[src/core/mbld_map.svh]
// opcode patterns, field ranges and reset values of the branch/load decoder
`ifndef MBLD_MAP_SVH
`define MBLD_MAP_SVH

// match masks and values, one pair per instruction; the two jump register loads share MBLD_LDJR_MASK
`define MBLD_JTSF_MASK  16'hFFF7
`define MBLD_JTSF_VAL   16'h39B5
`define MBLD_JTSR_MASK  16'hFFE0
`define MBLD_JTSR_VAL   16'h2F20
`define MBLD_RFS_MASK   16'hFFFF
`define MBLD_RFS_VAL    16'h359C
`define MBLD_LDCA_MASK  16'hE007
`define MBLD_LDCA_VAL   16'hA004
`define MBLD_LDCD_MASK  16'hC000
`define MBLD_LDCD_VAL   16'h4000
`define MBLD_LDIRH_MASK 16'hF803
`define MBLD_LDIRH_VAL  16'h3803
`define MBLD_LDIRL_MASK 16'hF803
`define MBLD_LDIRL_VAL  16'h3802
`define MBLD_LDJR_MASK  16'hF003
`define MBLD_FIRST_JUMP_REGISTER_LOAD_VAL  16'h8000
`define MBLD_SECOND_JUMP_REGISTER_LOAD_VAL  16'h9000
`define MBLD_LOAD_MASK  16'hC003
`define MBLD_LOAD_VAL   16'h8002

// operand fields
`define MBLD_F_JPSEL    3
`define MBLD_F_DEST     4:0
`define MBLD_F_CLR      12
`define MBLD_F_SH1      11:10
`define MBLD_F_SH2      9:8
`define MBLD_F_EOC      7:6
`define MBLD_F_ALU      5:3
`define MBLD_F_LDCD_XM  13
`define MBLD_F_LDCD_ADR 5:0
`define MBLD_F_IMM_CLR  10
`define MBLD_F_IMM_VAL  9:2
`define MBLD_F_JR_VAL   11:2
`define MBLD_F_LOAD_ADR 13:8
`define MBLD_F_UC       7:3
`define MBLD_F_LOAD_XM  2
`define MBLD_F_DEST_MSB 4

// shortcut action codes
`define MBLD_SC_KEEP    2'h0
`define MBLD_SC_OFF     2'h1
`define MBLD_SC_ON      2'h2
`define MBLD_SC_TOGGLE  2'h3

// reset values
`define MBLD_PC_RST     10'h000
`define MBLD_OUT_RST    1'b0

`endif

[src/core/mbld_pkg.sv]
// types of the branch/load decoder
package mbld_pkg;

  typedef enum logic [1:0] {
    MBLD_ST_EXEC = 2'b01,
    MBLD_ST_WAIT = 2'b10
  } mbld_state_t;

  typedef logic [9:0]  mbld_addr_t;
  typedef logic [15:0] mbld_word_t;

endpackage

[src/core/mbld_shortcut.sv]
// one shortcut output driven by keep/off/on/toggle actions
`timescale 1ns/1ns
`include "mbld_map.svh"

module mbld_shortcut
  import mbld_pkg::*;
(
  // clock and reset
  input  wire logic       clk,
  input  wire logic       rst,
  // action strobe
  input  wire logic       apply,
  input  wire logic [1:0] action,
  // output level
  output logic            out_on
);

  typedef struct packed {
    logic on;
  } mbld_sc_state_t;

  mbld_sc_state_t q;
  mbld_sc_state_t d;

  always_comb begin
    d = q;
    if (apply) begin
      unique case (action)
        `MBLD_SC_KEEP:   d.on = q.on;   // RQ8
        `MBLD_SC_OFF:    d.on = 1'b0;   // RQ8
        `MBLD_SC_ON:     d.on = 1'b1;   // RQ8
        `MBLD_SC_TOGGLE: d.on = ~q.on;  // RQ8
      endcase
    end
  end

  always_ff @(posedge clk) begin
    if (rst) begin
      q.on <= `MBLD_OUT_RST;
    end else begin
      q <= d;
    end
  end

  assign out_on = q.on;

endmodule

[src/core/mbld_decoder.sv]
// microcore branch, counter-load, immediate and data-memory load decoder
`timescale 1ns/1ns
`include "mbld_map.svh"

// Overview of operation
// RQ1 - absolute call jumps to selected jump register
// RQ2 - both calls save program counter first
// RQ3 - relative call adds sign-extended 5-bit offset
// RQ4 - absolute call opcode with bit3 register select
// RQ5 - relative call opcode, offset in bits 4..0
// RQ6 - register counter load writes end-of-count, shortcuts
// RQ7 - clear operand zeroes counter, else keeps it
// RQ8 - shortcut: keep, off, on, toggle
// RQ9 - selector codes pick end-of-count one to four
// RQ10 - register counter load opcode and fields
// RQ11 - memory counter load writes word, shortcuts
// RQ12 - indexed mode adds address base
// RQ13 - memory counter load opcode and fields
// RQ14 - upper immediate byte load and encoding
// RQ15 - upper clear flag zeroes upper byte
// RQ16 - lower immediate byte load, clear flag
// RQ17 - first jump register ten-bit load
// RQ18 - second jump register ten-bit load
// RQ19 - memory load into selected microcore register
// RQ20 - return reloads counter from return holder
module mbld_decoder
  import mbld_pkg::*;
(
  // clock and reset
  input  wire logic        clk,
  input  wire logic        rst,
  // code memory fetch
  output mbld_addr_t       code_addr,
  input  wire logic        instr_valid,
  input  wire mbld_word_t  instr,
  output logic             instr_ready,
  // arithmetic register read port
  output logic [2:0]       alu_sel,
  input  wire mbld_word_t  alu_rdata,
  // data memory read port
  input  wire logic [5:0]  addr_base,
  output logic             dram_rd,
  output logic [5:0]       dram_addr,
  input  wire logic        dram_rvalid,
  input  wire mbld_word_t  dram_rdata,
  // counters
  output logic             eoc_wr,
  output logic [1:0]       eoc_sel,
  output mbld_word_t       eoc_value,
  output logic [3:0]       counter_clear,
  output mbld_word_t       first_end_of_count,
  output mbld_word_t       second_end_of_count,
  output mbld_word_t       third_end_of_count,
  output mbld_word_t       fourth_end_of_count,
  // shortcut outputs
  output logic             first_shortcut_out,
  output logic             second_shortcut_out,
  // microcore register write port
  output logic             uc_wr,
  output logic [4:0]       uc_sel,
  output mbld_word_t       uc_data,
  // visible program state
  output mbld_addr_t       micro_program_counter,
  output mbld_addr_t       return_holder,
  output mbld_word_t       first_jump_register,
  output mbld_word_t       second_jump_register,
  output mbld_word_t       immediate_value_register,
  output logic             unknown_instr
);

  typedef struct packed {
    mbld_state_t      st;
    mbld_addr_t       pc;
    mbld_addr_t       aux;
    mbld_word_t       jr1;
    mbld_word_t       jr2;
    mbld_word_t       ir;
    logic [3:0][15:0] eoc;
    // operands held while a memory read is outstanding
    logic             p_to_eoc;
    logic [1:0]       p_sel;
    logic             p_clr;
    logic [1:0]       p_a1;
    logic [1:0]       p_a2;
    logic [4:0]       p_uc;
    // registered outputs
    logic             dram_rd;
    logic [5:0]       dram_addr;
    logic             eoc_wr;
    logic [1:0]       eoc_sel;
    mbld_word_t       eoc_val;
    logic [3:0]       clr;
    logic             sc_go;
    logic [1:0]       sc_a1;
    logic [1:0]       sc_a2;
    logic             uc_wr;
    logic [4:0]       uc_sel;
    mbld_word_t       uc_data;
    logic             bad;
  } mbld_core_state_t;

  mbld_core_state_t q;
  mbld_core_state_t d;

  function automatic logic is_op(input mbld_word_t w, input mbld_word_t m,
                                 input mbld_word_t v);
    is_op = ((w & m) == v);
  endfunction

  // wraps inside the 6-bit data memory space
  function automatic logic [5:0] ram_ea(input logic [5:0] a, input logic xm,
                                        input logic [5:0] base);
    ram_ea = xm ? 6'(a + base) : a;  // RQ12
  endfunction

  function automatic mbld_addr_t sext5(input logic [4:0] v);
    sext5 = {{5{v[`MBLD_F_DEST_MSB]}}, v};
  endfunction

  // counter write request gathered from either load path
  logic       go;
  logic [1:0] g_sel;
  logic       g_clr;
  logic [1:0] g_a1;
  logic [1:0] g_a2;
  mbld_word_t g_val;
  mbld_addr_t pc_inc;

  assign pc_inc = q.pc + 10'h001;

  always_comb begin
    d = q;
    d.dram_rd = 1'b0;
    d.eoc_wr = 1'b0;
    d.clr = 4'h0;
    d.sc_go = 1'b0;
    d.uc_wr = 1'b0;
    d.bad = 1'b0;
    go = 1'b0;
    g_sel = instr[`MBLD_F_EOC];
    g_clr = instr[`MBLD_F_CLR];
    g_a1 = instr[`MBLD_F_SH1];
    g_a2 = instr[`MBLD_F_SH2];
    g_val = alu_rdata;
    unique case (q.st)
      MBLD_ST_EXEC: begin
        if (instr_valid) begin
          d.pc = pc_inc;
          if (is_op(instr, `MBLD_JTSF_MASK, `MBLD_JTSF_VAL)) begin  // RQ4
            d.aux = pc_inc;  // RQ2
            d.pc = instr[`MBLD_F_JPSEL] ? q.jr2[9:0] : q.jr1[9:0];  // RQ1
          end else if (is_op(instr, `MBLD_JTSR_MASK, `MBLD_JTSR_VAL)) begin  // RQ5
            d.aux = pc_inc;  // RQ2
            d.pc = q.pc + sext5(instr[`MBLD_F_DEST]);  // RQ3
          end else if (is_op(instr, `MBLD_RFS_MASK, `MBLD_RFS_VAL)) begin
            d.pc = q.aux;  // RQ20
          end else if (is_op(instr, `MBLD_LDCA_MASK, `MBLD_LDCA_VAL)) begin  // RQ10
            go = 1'b1;  // RQ6
          end else if (is_op(instr, `MBLD_LDCD_MASK, `MBLD_LDCD_VAL)) begin  // RQ13
            // program counter holds until the word returns
            d.pc = q.pc;
            d.st = MBLD_ST_WAIT;
            d.dram_rd = 1'b1;
            d.dram_addr = ram_ea(instr[`MBLD_F_LDCD_ADR], instr[`MBLD_F_LDCD_XM],
                                 addr_base);  // RQ12
            d.p_to_eoc = 1'b1;
            d.p_sel = instr[`MBLD_F_EOC];
            d.p_clr = instr[`MBLD_F_CLR];
            d.p_a1 = instr[`MBLD_F_SH1];
            d.p_a2 = instr[`MBLD_F_SH2];
          end else if (is_op(instr, `MBLD_LDIRH_MASK, `MBLD_LDIRH_VAL)) begin
            d.ir[15:8] = instr[`MBLD_F_IMM_CLR] ? 8'h00
                                                : instr[`MBLD_F_IMM_VAL];  // RQ14 RQ15
          end else if (is_op(instr, `MBLD_LDIRL_MASK, `MBLD_LDIRL_VAL)) begin
            d.ir[7:0] = instr[`MBLD_F_IMM_CLR] ? 8'h00
                                               : instr[`MBLD_F_IMM_VAL];  // RQ16
          end else if (is_op(instr, `MBLD_LDJR_MASK, `MBLD_FIRST_JUMP_REGISTER_LOAD_VAL)) begin
            d.jr1 = {6'h00, instr[`MBLD_F_JR_VAL]};  // RQ17
          end else if (is_op(instr, `MBLD_LDJR_MASK, `MBLD_SECOND_JUMP_REGISTER_LOAD_VAL)) begin
            d.jr2 = {6'h00, instr[`MBLD_F_JR_VAL]};  // RQ18
          end else if (is_op(instr, `MBLD_LOAD_MASK, `MBLD_LOAD_VAL)) begin
            d.pc = q.pc;
            d.st = MBLD_ST_WAIT;
            d.dram_rd = 1'b1;
            d.dram_addr = ram_ea(instr[`MBLD_F_LOAD_ADR], instr[`MBLD_F_LOAD_XM],
                                 addr_base);  // RQ19 RQ12
            d.p_to_eoc = 1'b0;
            d.p_uc = instr[`MBLD_F_UC];
          end else begin
            // other opcodes belong to neighbouring units; flag unknown_instr and step on
            d.bad = 1'b1;
          end
        end
      end
      MBLD_ST_WAIT: begin
        if (dram_rvalid) begin
          d.st = MBLD_ST_EXEC;
          d.pc = pc_inc;
          if (q.p_to_eoc) begin
            go = 1'b1;  // RQ11
            g_sel = q.p_sel;
            g_clr = q.p_clr;
            g_a1 = q.p_a1;
            g_a2 = q.p_a2;
            g_val = dram_rdata;
          end else begin
            d.uc_wr = 1'b1;  // RQ19
            d.uc_sel = q.p_uc;
            d.uc_data = dram_rdata;
          end
        end
      end
      default: begin
        d.st = MBLD_ST_EXEC;
      end
    endcase
    if (go) begin
      d.eoc[g_sel] = g_val;  // RQ9
      d.eoc_wr = 1'b1;
      d.eoc_sel = g_sel;
      d.eoc_val = g_val;
      // clear=0 leaves the running count alone
      d.clr[g_sel] = g_clr;  // RQ7
      d.sc_go = 1'b1;
      d.sc_a1 = g_a1;
      d.sc_a2 = g_a2;
    end
  end

  always_ff @(posedge clk) begin
    if (rst) begin
      q <= '0;
      q.st <= MBLD_ST_EXEC;
      q.pc <= `MBLD_PC_RST;
      q.aux <= `MBLD_PC_RST;
    end else begin
      q <= d;
    end
  end

  // shortcut strobe is registered with the counter write; outputs change one cycle after it
  mbld_shortcut u_sc1 (
    .clk    (clk),
    .rst    (rst),
    .apply  (q.sc_go),
    .action (q.sc_a1),
    .out_on (first_shortcut_out)
  );

  mbld_shortcut u_sc2 (
    .clk    (clk),
    .rst    (rst),
    .apply  (q.sc_go),
    .action (q.sc_a2),
    .out_on (second_shortcut_out)
  );

  assign code_addr                = q.pc;
  assign instr_ready              = (q.st == MBLD_ST_EXEC);
  assign alu_sel                  = instr[`MBLD_F_ALU];
  assign dram_rd                  = q.dram_rd;
  assign dram_addr                = q.dram_addr;
  assign eoc_wr                   = q.eoc_wr;
  assign eoc_sel                  = q.eoc_sel;
  assign eoc_value                = q.eoc_val;
  assign counter_clear            = q.clr;
  assign first_end_of_count       = q.eoc[0];
  assign second_end_of_count      = q.eoc[1];
  assign third_end_of_count       = q.eoc[2];
  assign fourth_end_of_count      = q.eoc[3];
  assign uc_wr                    = q.uc_wr;
  assign uc_sel                   = q.uc_sel;
  assign uc_data                  = q.uc_data;
  assign micro_program_counter    = q.pc;
  assign return_holder            = q.aux;
  assign first_jump_register      = q.jr1;
  assign second_jump_register     = q.jr2;
  assign immediate_value_register = q.ir;
  assign unknown_instr            = q.bad;

endmodule

[config.mk]
export PLATFORM = sky130hd
export DESIGN_NAME = mbld_decoder
export DESIGN_NICKNAME = d
export VERILOG_FILES = /design/src/core/mbld_pkg.sv /design/src/core/mbld_shortcut.sv /design/src/core/mbld_decoder.sv
export VERILOG_INCLUDE_DIRS = /design/src /design/src/core
export SDC_FILE = /design/constraint.sdc
export NUM_CORES = 1
export LEC_CHECK = 0
export ABC_AREA = 1
export BUFFER_PORTS_ARGS = -buffer_cell sky130_fd_sc_hd__clkbuf_2
export CAP_MARGIN = 10
export CORE_MARGIN = 3
export CORE_UTILIZATION = 30
export CTS_CLUSTER_DIAMETER = 60
export DETAILED_ROUTE_END_ITERATION = 10
export MAX_ROUTING_LAYER = met4
export PLACE_DENSITY_LB_ADDON = 0.2
export REMOVE_ABC_BUFFERS = 1
export SYNTH_ARGS = -nofsm -noshare
export SYNTH_HDL_FRONTEND = slang
export SYNTH_SLANG_ARGS = --single-unit
export TNS_END_PERCENT = 1
[constraint.sdc]
create_clock -name clk -period 2.5 [get_ports clk]
set_clock_uncertainty 0.2 [all_clocks]
set_input_delay 0.75 -clock clk [delete_from_list [all_inputs] [get_ports clk]]
set_output_delay 0.75 -clock clk [all_outputs]
set_load 0.05 [all_outputs]
[After elaboration in Yosys (flattened, before gate mapping)]
Cells that the tools add are included.
Word-level totals
  memories kept: 0
  flip-flop bits (word level): 195
  ROM bits: 0
  memory bits (writable): 0
  input bits: 58
  word-level logic and storage cells: 196
  latch bits: 0
  output and inout port bits: 201
Operators by class
  $lt $le $gt $ge: 2
  mux-type cells: 80
  div/mod/pow operators: 0
  $add $sub $neg: 4
  shift operators: 0
  multiply operators: 0
  reduce and logical (&&, ||, !) cells: 23
  equality and inequality tests: 35
  bitwise logic cells: 20
Operators by type and width (number)
  $mux 42: 4
  $mux 12: 8
  $mux 10: 7
  $mux 70: 1
  $bwmux 64: 1
  $mux 16: 4
  $mux 26: 2
  $mux 48: 1
  $mux 7: 6
  $reduce_and 11->1: 3
  $demux 16 s2: 1
  $mux 8: 4
  $mux 28: 1
  $mux 2: 12
  $mux 22: 1
  $mux 20: 1
  $ne 2x2->1 const B: 10
  $pmux 10 s2: 1
  $not 1->1: 19
  $eq 6x6->1 const B: 3
  $mux 1: 18
  $eq 16x14->1 const B: 1
  $eq 15x13->1 const B: 1
  $eq 7x5->1 const B: 2
  34 further kinds: 52

[Logic depth before layout (Yosys ltp)]
Gate-level depths: netlist of the first run.
  depth after elaboration: 13
  gate-level depth with buffers: 13
  mapped depth without buffers: 13

[Cells and area by module]
From an unflattened synthesis of the first run, not the netlist that was laid out.
Second synthesis, totals
  cell total of the unflattened synthesis: 1740
  area total of the unflattened synthesis: 11586.1 um^2
Modules (own cells, without submodules)
  mbld_decoder: area an instance 11503.5 um^2, cells an instance 1728, instances 1, seq. area each 3843.7 um^2
  mbld_shortcut: area an instance 41.3 um^2, cells an instance 6, instances 2, seq. area each 20.0 um^2

[Worst setup path before layout of the first run]
No wires, ideal clock.
  kind: input-to-reg
  from: input instr[14]
  to: register q, in the netlist fourth_end_of_count[10]
  path slack: 0.032 ns
  cell stages on the path: 9
  setup time: 0.132 ns
  required time: 2.168 ns
  arrival: 2.136 ns
  cell sequence: inv_1 -> nand2_1 -> nor2_2 -> nand3_1 -> o31ai_4 -> nand3_1 -> buf_2 -> nand2_1 -> a21oi_1
Between the ends
  word-level cells in the longest chain between the ends: 7
  elaborated cells on any way between the ends: 10
RTL lines
  start, declared: RTL line mbld_decoder.sv:35  | input wire mbld_word_t instr,
  $eq 6x6->1: RTL line mbld_decoder.sv:107  | is_op = ((w & m) == v);
  $mux 1: RTL line mbld_decoder.sv:157  | end else if (is_op(instr, `MBLD_LDCA_MASK, `MBLD_LDCA_VAL)) begin
  $mux 1: RTL line mbld_decoder.sv:155  | end else if (is_op(instr, `MBLD_RFS_MASK, `MBLD_RFS_VAL)) begin
  $mux 1: RTL line mbld_decoder.sv:152  | end else if (is_op(instr, `MBLD_JTSR_MASK, `MBLD_JTSR_VAL)) begin
  $mux 1 (*): RTL line mbld_decoder.sv:149  | if (is_op(instr, `MBLD_JTSF_MASK, `MBLD_JTSF_VAL)) begin
  $mux 1 (*): RTL line mbld_decoder.sv:147  | if (instr_valid) begin
  $pmux 1 s2 (*): RTL line mbld_decoder.sv:145  | unique case (q.st)
  end, declared: RTL line mbld_decoder.sv:102  | mbld_core_state_t q;
Every way passes the cells marked *; elsewhere a longest branch is shown, timed or not.
A chain may end at the register's enable or synchronous reset.

[Worst setup path after layout of the first run]
  from: input instr[3]
  to: output alu_sel[0]
RTL lines
  end, declared: RTL line mbld_decoder.sv:38  | output logic [2:0] alu_sel,
No word-level cell between the ends.

==> flow_summary.ini, run 1 <==
[timing]
clock.fmax_mhz = 408
worstMarginPinSlew_ps = 669
relSlewSlack_pct = 55.0
layout_worst_path_cycle_share_pct = 98.1
post-route-min-period_ps = 2450
setup_slack_ps = 48.1
drv_slew = 0
hold_violations = 0
rsz0062_at_grt = yes
fin_setup_tns_ps = 0
setup_violations = 0

[placement]
io_buffers = 246
placed_area_um2 = 12100
pre_cts_ws_ps = -168
hpwlAfterDp_um = 28100
gp_congestion = 0.955

[final_layout]
antenna_cells = 0
stdcell_area_um2 = 12700
syn2layout_area_growth_pct = 17.4
fin_util_pct = 36.3
drive_gt1_share_pct = 26.7
nets = 1758
fillCellCount = 3827

[routing]
wl_um = 37100
drc = 0
drt-initial-drc-count = 607
drtPass1Iterations = 5
num_vias = 9996
wl_per_cell_um = 17.3
routed_via_density = 4.67
final_antenna_net_count = 0

[setup_path]
crit_required_ps = 1550
crit_start = instr[3]
critical_path_arrival_ps = 1500
crit_path_max_fanout = 8
path_cells = clkbuf_2 > buf_4 > buf_4 > clkbuf_4
critical_path.slowest_cell = clkbuf_4
crit_top_cell = buf_4
worstSetupPathType = input pin to output pin
r2r-start = q[203]$_SDFFE_PP1P_
crit_path_end_kind = output pin
critPathMaxStageDelay_ps = 230
cp-start-kind = input pin

[flow_run]
cap_violations = 0

[clock_network]
cts_tree = yes
cts_resized = 2
clkTransAtPathRegs_ps = 80
root_buffer = clkbuf_16
clkLatencyLatePin_ps = 450
h-tree-depth = 4
cts_setup_buffers = 0
cts_hold_buf = 0
cts_buffers = 17
clockBufferDepth = 2
clock-sinks = 194

[min_path]
min_path_type = flip-flop to flip-flop
min_from = q[23]$_SDFFE_PP0P_

[global_routing]
antenna_found_initial = 0
track_usage_pct = 19.5
grt_max_degree = 83
overflow = 0
grt_pass1_wl_um = 56700
grt_pass1_vias = 9474

[floorplan]
die_area_um2 = 38400
die_x_um = 196
rows = 68
initial_utilization_pct = 30.9
core_area_um2 = 35100
dieHeight_um = 196
io_pins = 259

[pwr]
power.total_uw = 8990
power_density_nw_per_um2 = 707
ir_worst_vdd_mv = 0.580
combPwrFrac_pct = 30.4
internal_power_uw = 5590
p_seq_share_pct = 37.4
p_clk_share_pct = 32.2
leakagePower_uw = 0.00595
p_sw_share_pct = 37.8
switching_power_uw = 3400

[synthesis]
netlist_top_cells_count = 279 x nand2_1, 197 x buf_4, 194 x dfxtp_1
synth_area_leaders = dfxtp_1 36%, buf_4 14%, nand2_1 9.7%
yosysSeqAreaShare_pct = 35.8
ys_types = 41
synth-main-ff-cell = dfxtp_1
yosysWarnings = 0
ys_ff_latch = 194
synthArstFlopShare_pct = 0
postSynthAreaPerCell_um2 = 7.10
yosysMostFrequentCell = nand2_1
netlist.area_leader.share_pct = 35.8
syn_inst = 1526
synth_area_leader_cell = dfxtp_1
synthesis.area_um2 = 10800
synth_edf_count = 0

[run_status]
status = finished clean
cell type report:
cell class              instances  area (um^2)  share of cell area [%]
clock buffers                  17          425                    3.34
inverters                     122          458                    3.60
well taps                     455          569                    4.47
clock inverters                14          175                    1.38
multi-input cells             959         4790                    37.6
repair buffers                381         2420                    19.0
flip-flops and latches        194         3880                    30.5
routing by layer:
layer	global-route usage [%]	wire (um)	vias up
met5	-	0	-
met1	26.2	17500	4591
met3	2.75	1630	43
met4	6.52	922	0
li1	-	-	5094
met2	30.2	17000	268
metrics by stage:
stage	hold slack, ps	instances
floorplan	221	1275
global placement	234	2111
detailed placement	236	2111
CTS	251	2142
global route	268	2142
finish	243	2142
worst paths after layout:
check / endpoint / slack, ps / depth (start not counted)
worst min register to register: u_sc2.out_on$_SDFFE_PP0P_ / 240 / 1
worst max-delay path: alu_sel[0] / 50 / 4
worst max register to register: second_end_of_count[15]$_SDFFE_PP0P_ / 200 / 13
worst min-delay path: u_sc2.out_on$_SDFFE_PP0P_ / 240 / 1
sequential cells by signal (all words and copies together), names as in the netlist, 2 cells and up:
register,cells
fourth_end_of_count,16
first_jump_register,10
third_end_of_count,16
q,19
code_addr,10
second_end_of_count,16
uc_data,16
dram_addr,6
second_jump_register,10
immediate_value_register,16
counter_clear,4
eoc_sel,2
first_end_of_count,16
return_holder,10
eoc_value,16
uc_sel,5
cells by family after synthesis:
| logic type | Yosys count | synth area share [%] |
|---|---|---|
| AOI/OAI and AO/OA | 287 | 14.0 |
| xor gates and xnor gates | 9 | 0.727 |
| adders and majority gates | 25 | 3.09 |
| buffers and inverters | 384 | 20.5 |
| DFF | 194 | 35.8 |
| muxes | 20 | 2.02 |
| other | 1 | 0.0346 |
| and+or+nand+nor | 606 | 23.8 |
placed cells by master, fill, tap and decap left out, types with 5 or more instances in the layout:
cell type and instances:
clkbuf_16 17, ha_1 22, xnor2_1 5, a21oi_1 151, o21ai_0 104, nor2_1 153
inv_2 5, dfxtp_1 194, buf_4 121, conb_1 12, mux2_2 15, mux2i_1 5
nand2_1 279, o211ai_1 7, inv_1 115, nand4_1 35, nor3_1 6, buf_12 13
clkbuf_2 243, nor2_2 5, a211oi_1 11, nand3_1 114
worst max-delay path, delay by kind of cell:
kind	cells	cell delay, ps
buf+inv	4	750
power groups by stage:
stage	sequential, uW	clock [uW]	combinational (uW)
floorplan	3880	0	1210
global placement	3430	0	2720
detailed placement	3440	0	2730
CTS	3370	2970	2730
global route	3390	3090	3020
finish	3360	2900	2730
Note: power is estimated with default switching activity, not from simulation.
==> run 2, diff against run 1 <==
- SETUP_SLACK_MARGIN: default -> 0.2
==> run 2 against run 1 <==
Net effect: critical path depth is 1 lower; register-to-register slack better by 50 ps; worst setup slack better by 58 ps; first-iteration DRC count fell by 1.6%; fmax is 2.4% higher; power rose by 0.18%; sequential cell count unchanged; largest power group unchanged.
==> flow_summary.ini, run 2 (same netlist as run 1, synthesis figures left out) <==
[routing]
drt-initial-drc-count = 597
routed_via_density = 4.67
wl_um = 37100
final_antenna_net_count = 0
drtPass1Iterations = 5
num_vias = 9993
drc = 0
wl_per_cell_um = 17.3

[timing]
setup_violations = 0
layout_worst_path_cycle_share_pct = 95.7
clock.fmax_mhz = 418
drv_slew = 0
relSlewSlack_pct = 58.5
hold_violations = 0
rsz0062_at_grt = yes
worst_hold_slack_ps = 242
post-route-min-period_ps = 2390
worstMarginPinSlew_ps = 617

[min_path]
hold_path_end = u_sc2.out_on$_SDFFE_PP0P_
min_path_type = flip-flop to flip-flop
whs_path_depth = 1
min_from = q[23]$_SDFFE_PP0P_

[floorplan]
rows = 68
die_x_um = 196
io_pins = 259
die_area_um2 = 38400
initial_utilization_pct = 30.9
core_area_um2 = 35100
dieHeight_um = 196

[flow_run]
cap_violations = 0

[placement]
dp_cells = 2111
gp_congestion = 0.955
hpwlAfterDp_um = 28100
io_buffers = 246

[clock_network]
cts_tree = yes
clock-sinks = 194
clockBufferDepth = 2
h-tree-depth = 4
clkLatencyLatePin_ps = 460
cts_hold_buf = 0
cts_setup_buffers = 0
root_buffer = clkbuf_16
cts_buffers = 17
clkTransAtPathRegs_ps = 80

[setup_path]
rr_worst_depth = 13
rrSetupSlack_ps = 250
timing.rr.end = first_end_of_count[0]$_SDFFE_PP0P_
crit_required_ps = 1550
cp-start-kind = input pin
critical_path_arrival_ps = 1440
r2r-start = q[203]$_SDFFE_PP1P_
crit_path_max_fanout = 10
crit_path_end_kind = output pin
worstSetupPathType = input pin to output pin

[final_layout]
regMostFlops = q
antenna_cells = 0
drive_gt1_share_pct = 27.0
mostFrequentLayoutCells = 279 x nand2_1, 241 x clkbuf_2, 192 x dfxtp_1
largest_reg_flops = 19
fin_util_pct = 36.4
final_cells = 2142
nets = 1758
mostFrequentLayoutCell = nand2_1
syn2layout_area_growth_pct = 17.6

[global_routing]
antenna_found_initial = 0
grt_pass1_wl_um = 56700
track_usage_pct = 19.5
grt_max_degree = 83
grt_pass1_vias = 9472
overflow = 0

[pwr]
power_density_nw_per_um2 = 706
leakagePower_uw = 0.00597
p_clk_share_pct = 32.2
power.total_uw = 9010
internal_power_uw = 5600
switching_power_uw = 3400
combPwrFrac_pct = 30.4
p_seq_share_pct = 37.4
ir_worst_vdd_mv = 0.582
p_sw_share_pct = 37.8

[run_status]
status = finished clean
## run 2: how the worst max path moves through the flow
stage,startpoint,endpoint,slack [ps],depth (start not counted)
floorplan,instr[14],fourth_end_of_count[0]$_SDFFE_PP0P_,-740,9
global placement,instr[0],dram_addr[4]$_SDFFE_PP0P_,-170,10
detailed placement,instr[0],dram_addr[4]$_SDFFE_PP0P_,-170,10
global route,q[203]$_SDFFE_PP1P_,first_end_of_count[5]$_SDFFE_PP0P_,80,13
finish,instr[4],alu_sel[1],110,3
CTS,instr[4],alu_sel[1],100,3
## run 2: repair_timing
action	CTS	global route
gates resized for setup	5	11
pin swaps	0	1
endpoints found under the setup margin	26	108
## run 2: cell type report
cell class | count | area (um^2)
multi-input cells | 959 | 4810
fillers | 3823 | 22300
well taps | 455 | 569
repair buffers | 381 | 2430
clock inverters | 14 | 175
inverters | 122 | 458
clock buffers | 17 | 425
flip-flops and latches | 194 | 3890
## run 2: power by group through the flow
stage	Combinational [uW]	Sequential, uW	Clock, uW
floorplan	1210	3880	0
global placement	2720	3430	0
detailed placement	2730	3440	0
CTS	2740	3370	2970
global route	3030	3390	3090
finish	2740	3370	2900
## run 2: critical path, stage by stage
cell and delay, ps:
clkbuf_4 240, buf_4 180, clkbuf_2 270
## run 2: per-stage QoR
step	cell area (um^2)	setup WS, ps	setup TNS (ps)
finish	12700	107	0
global route	12700	79.0	0
CTS	12700	100	0
detailed placement	12100	-168	-11940
global placement	12100	-174	-10560
floorplan	9120	-740	-65630
## run 2: per-layer routing
layer,wire length [um],GRT usage (%)
met5,0,-
met1,17600,26.2
met2,17100,30.2
met4,928,6.52
met3,1450,2.75
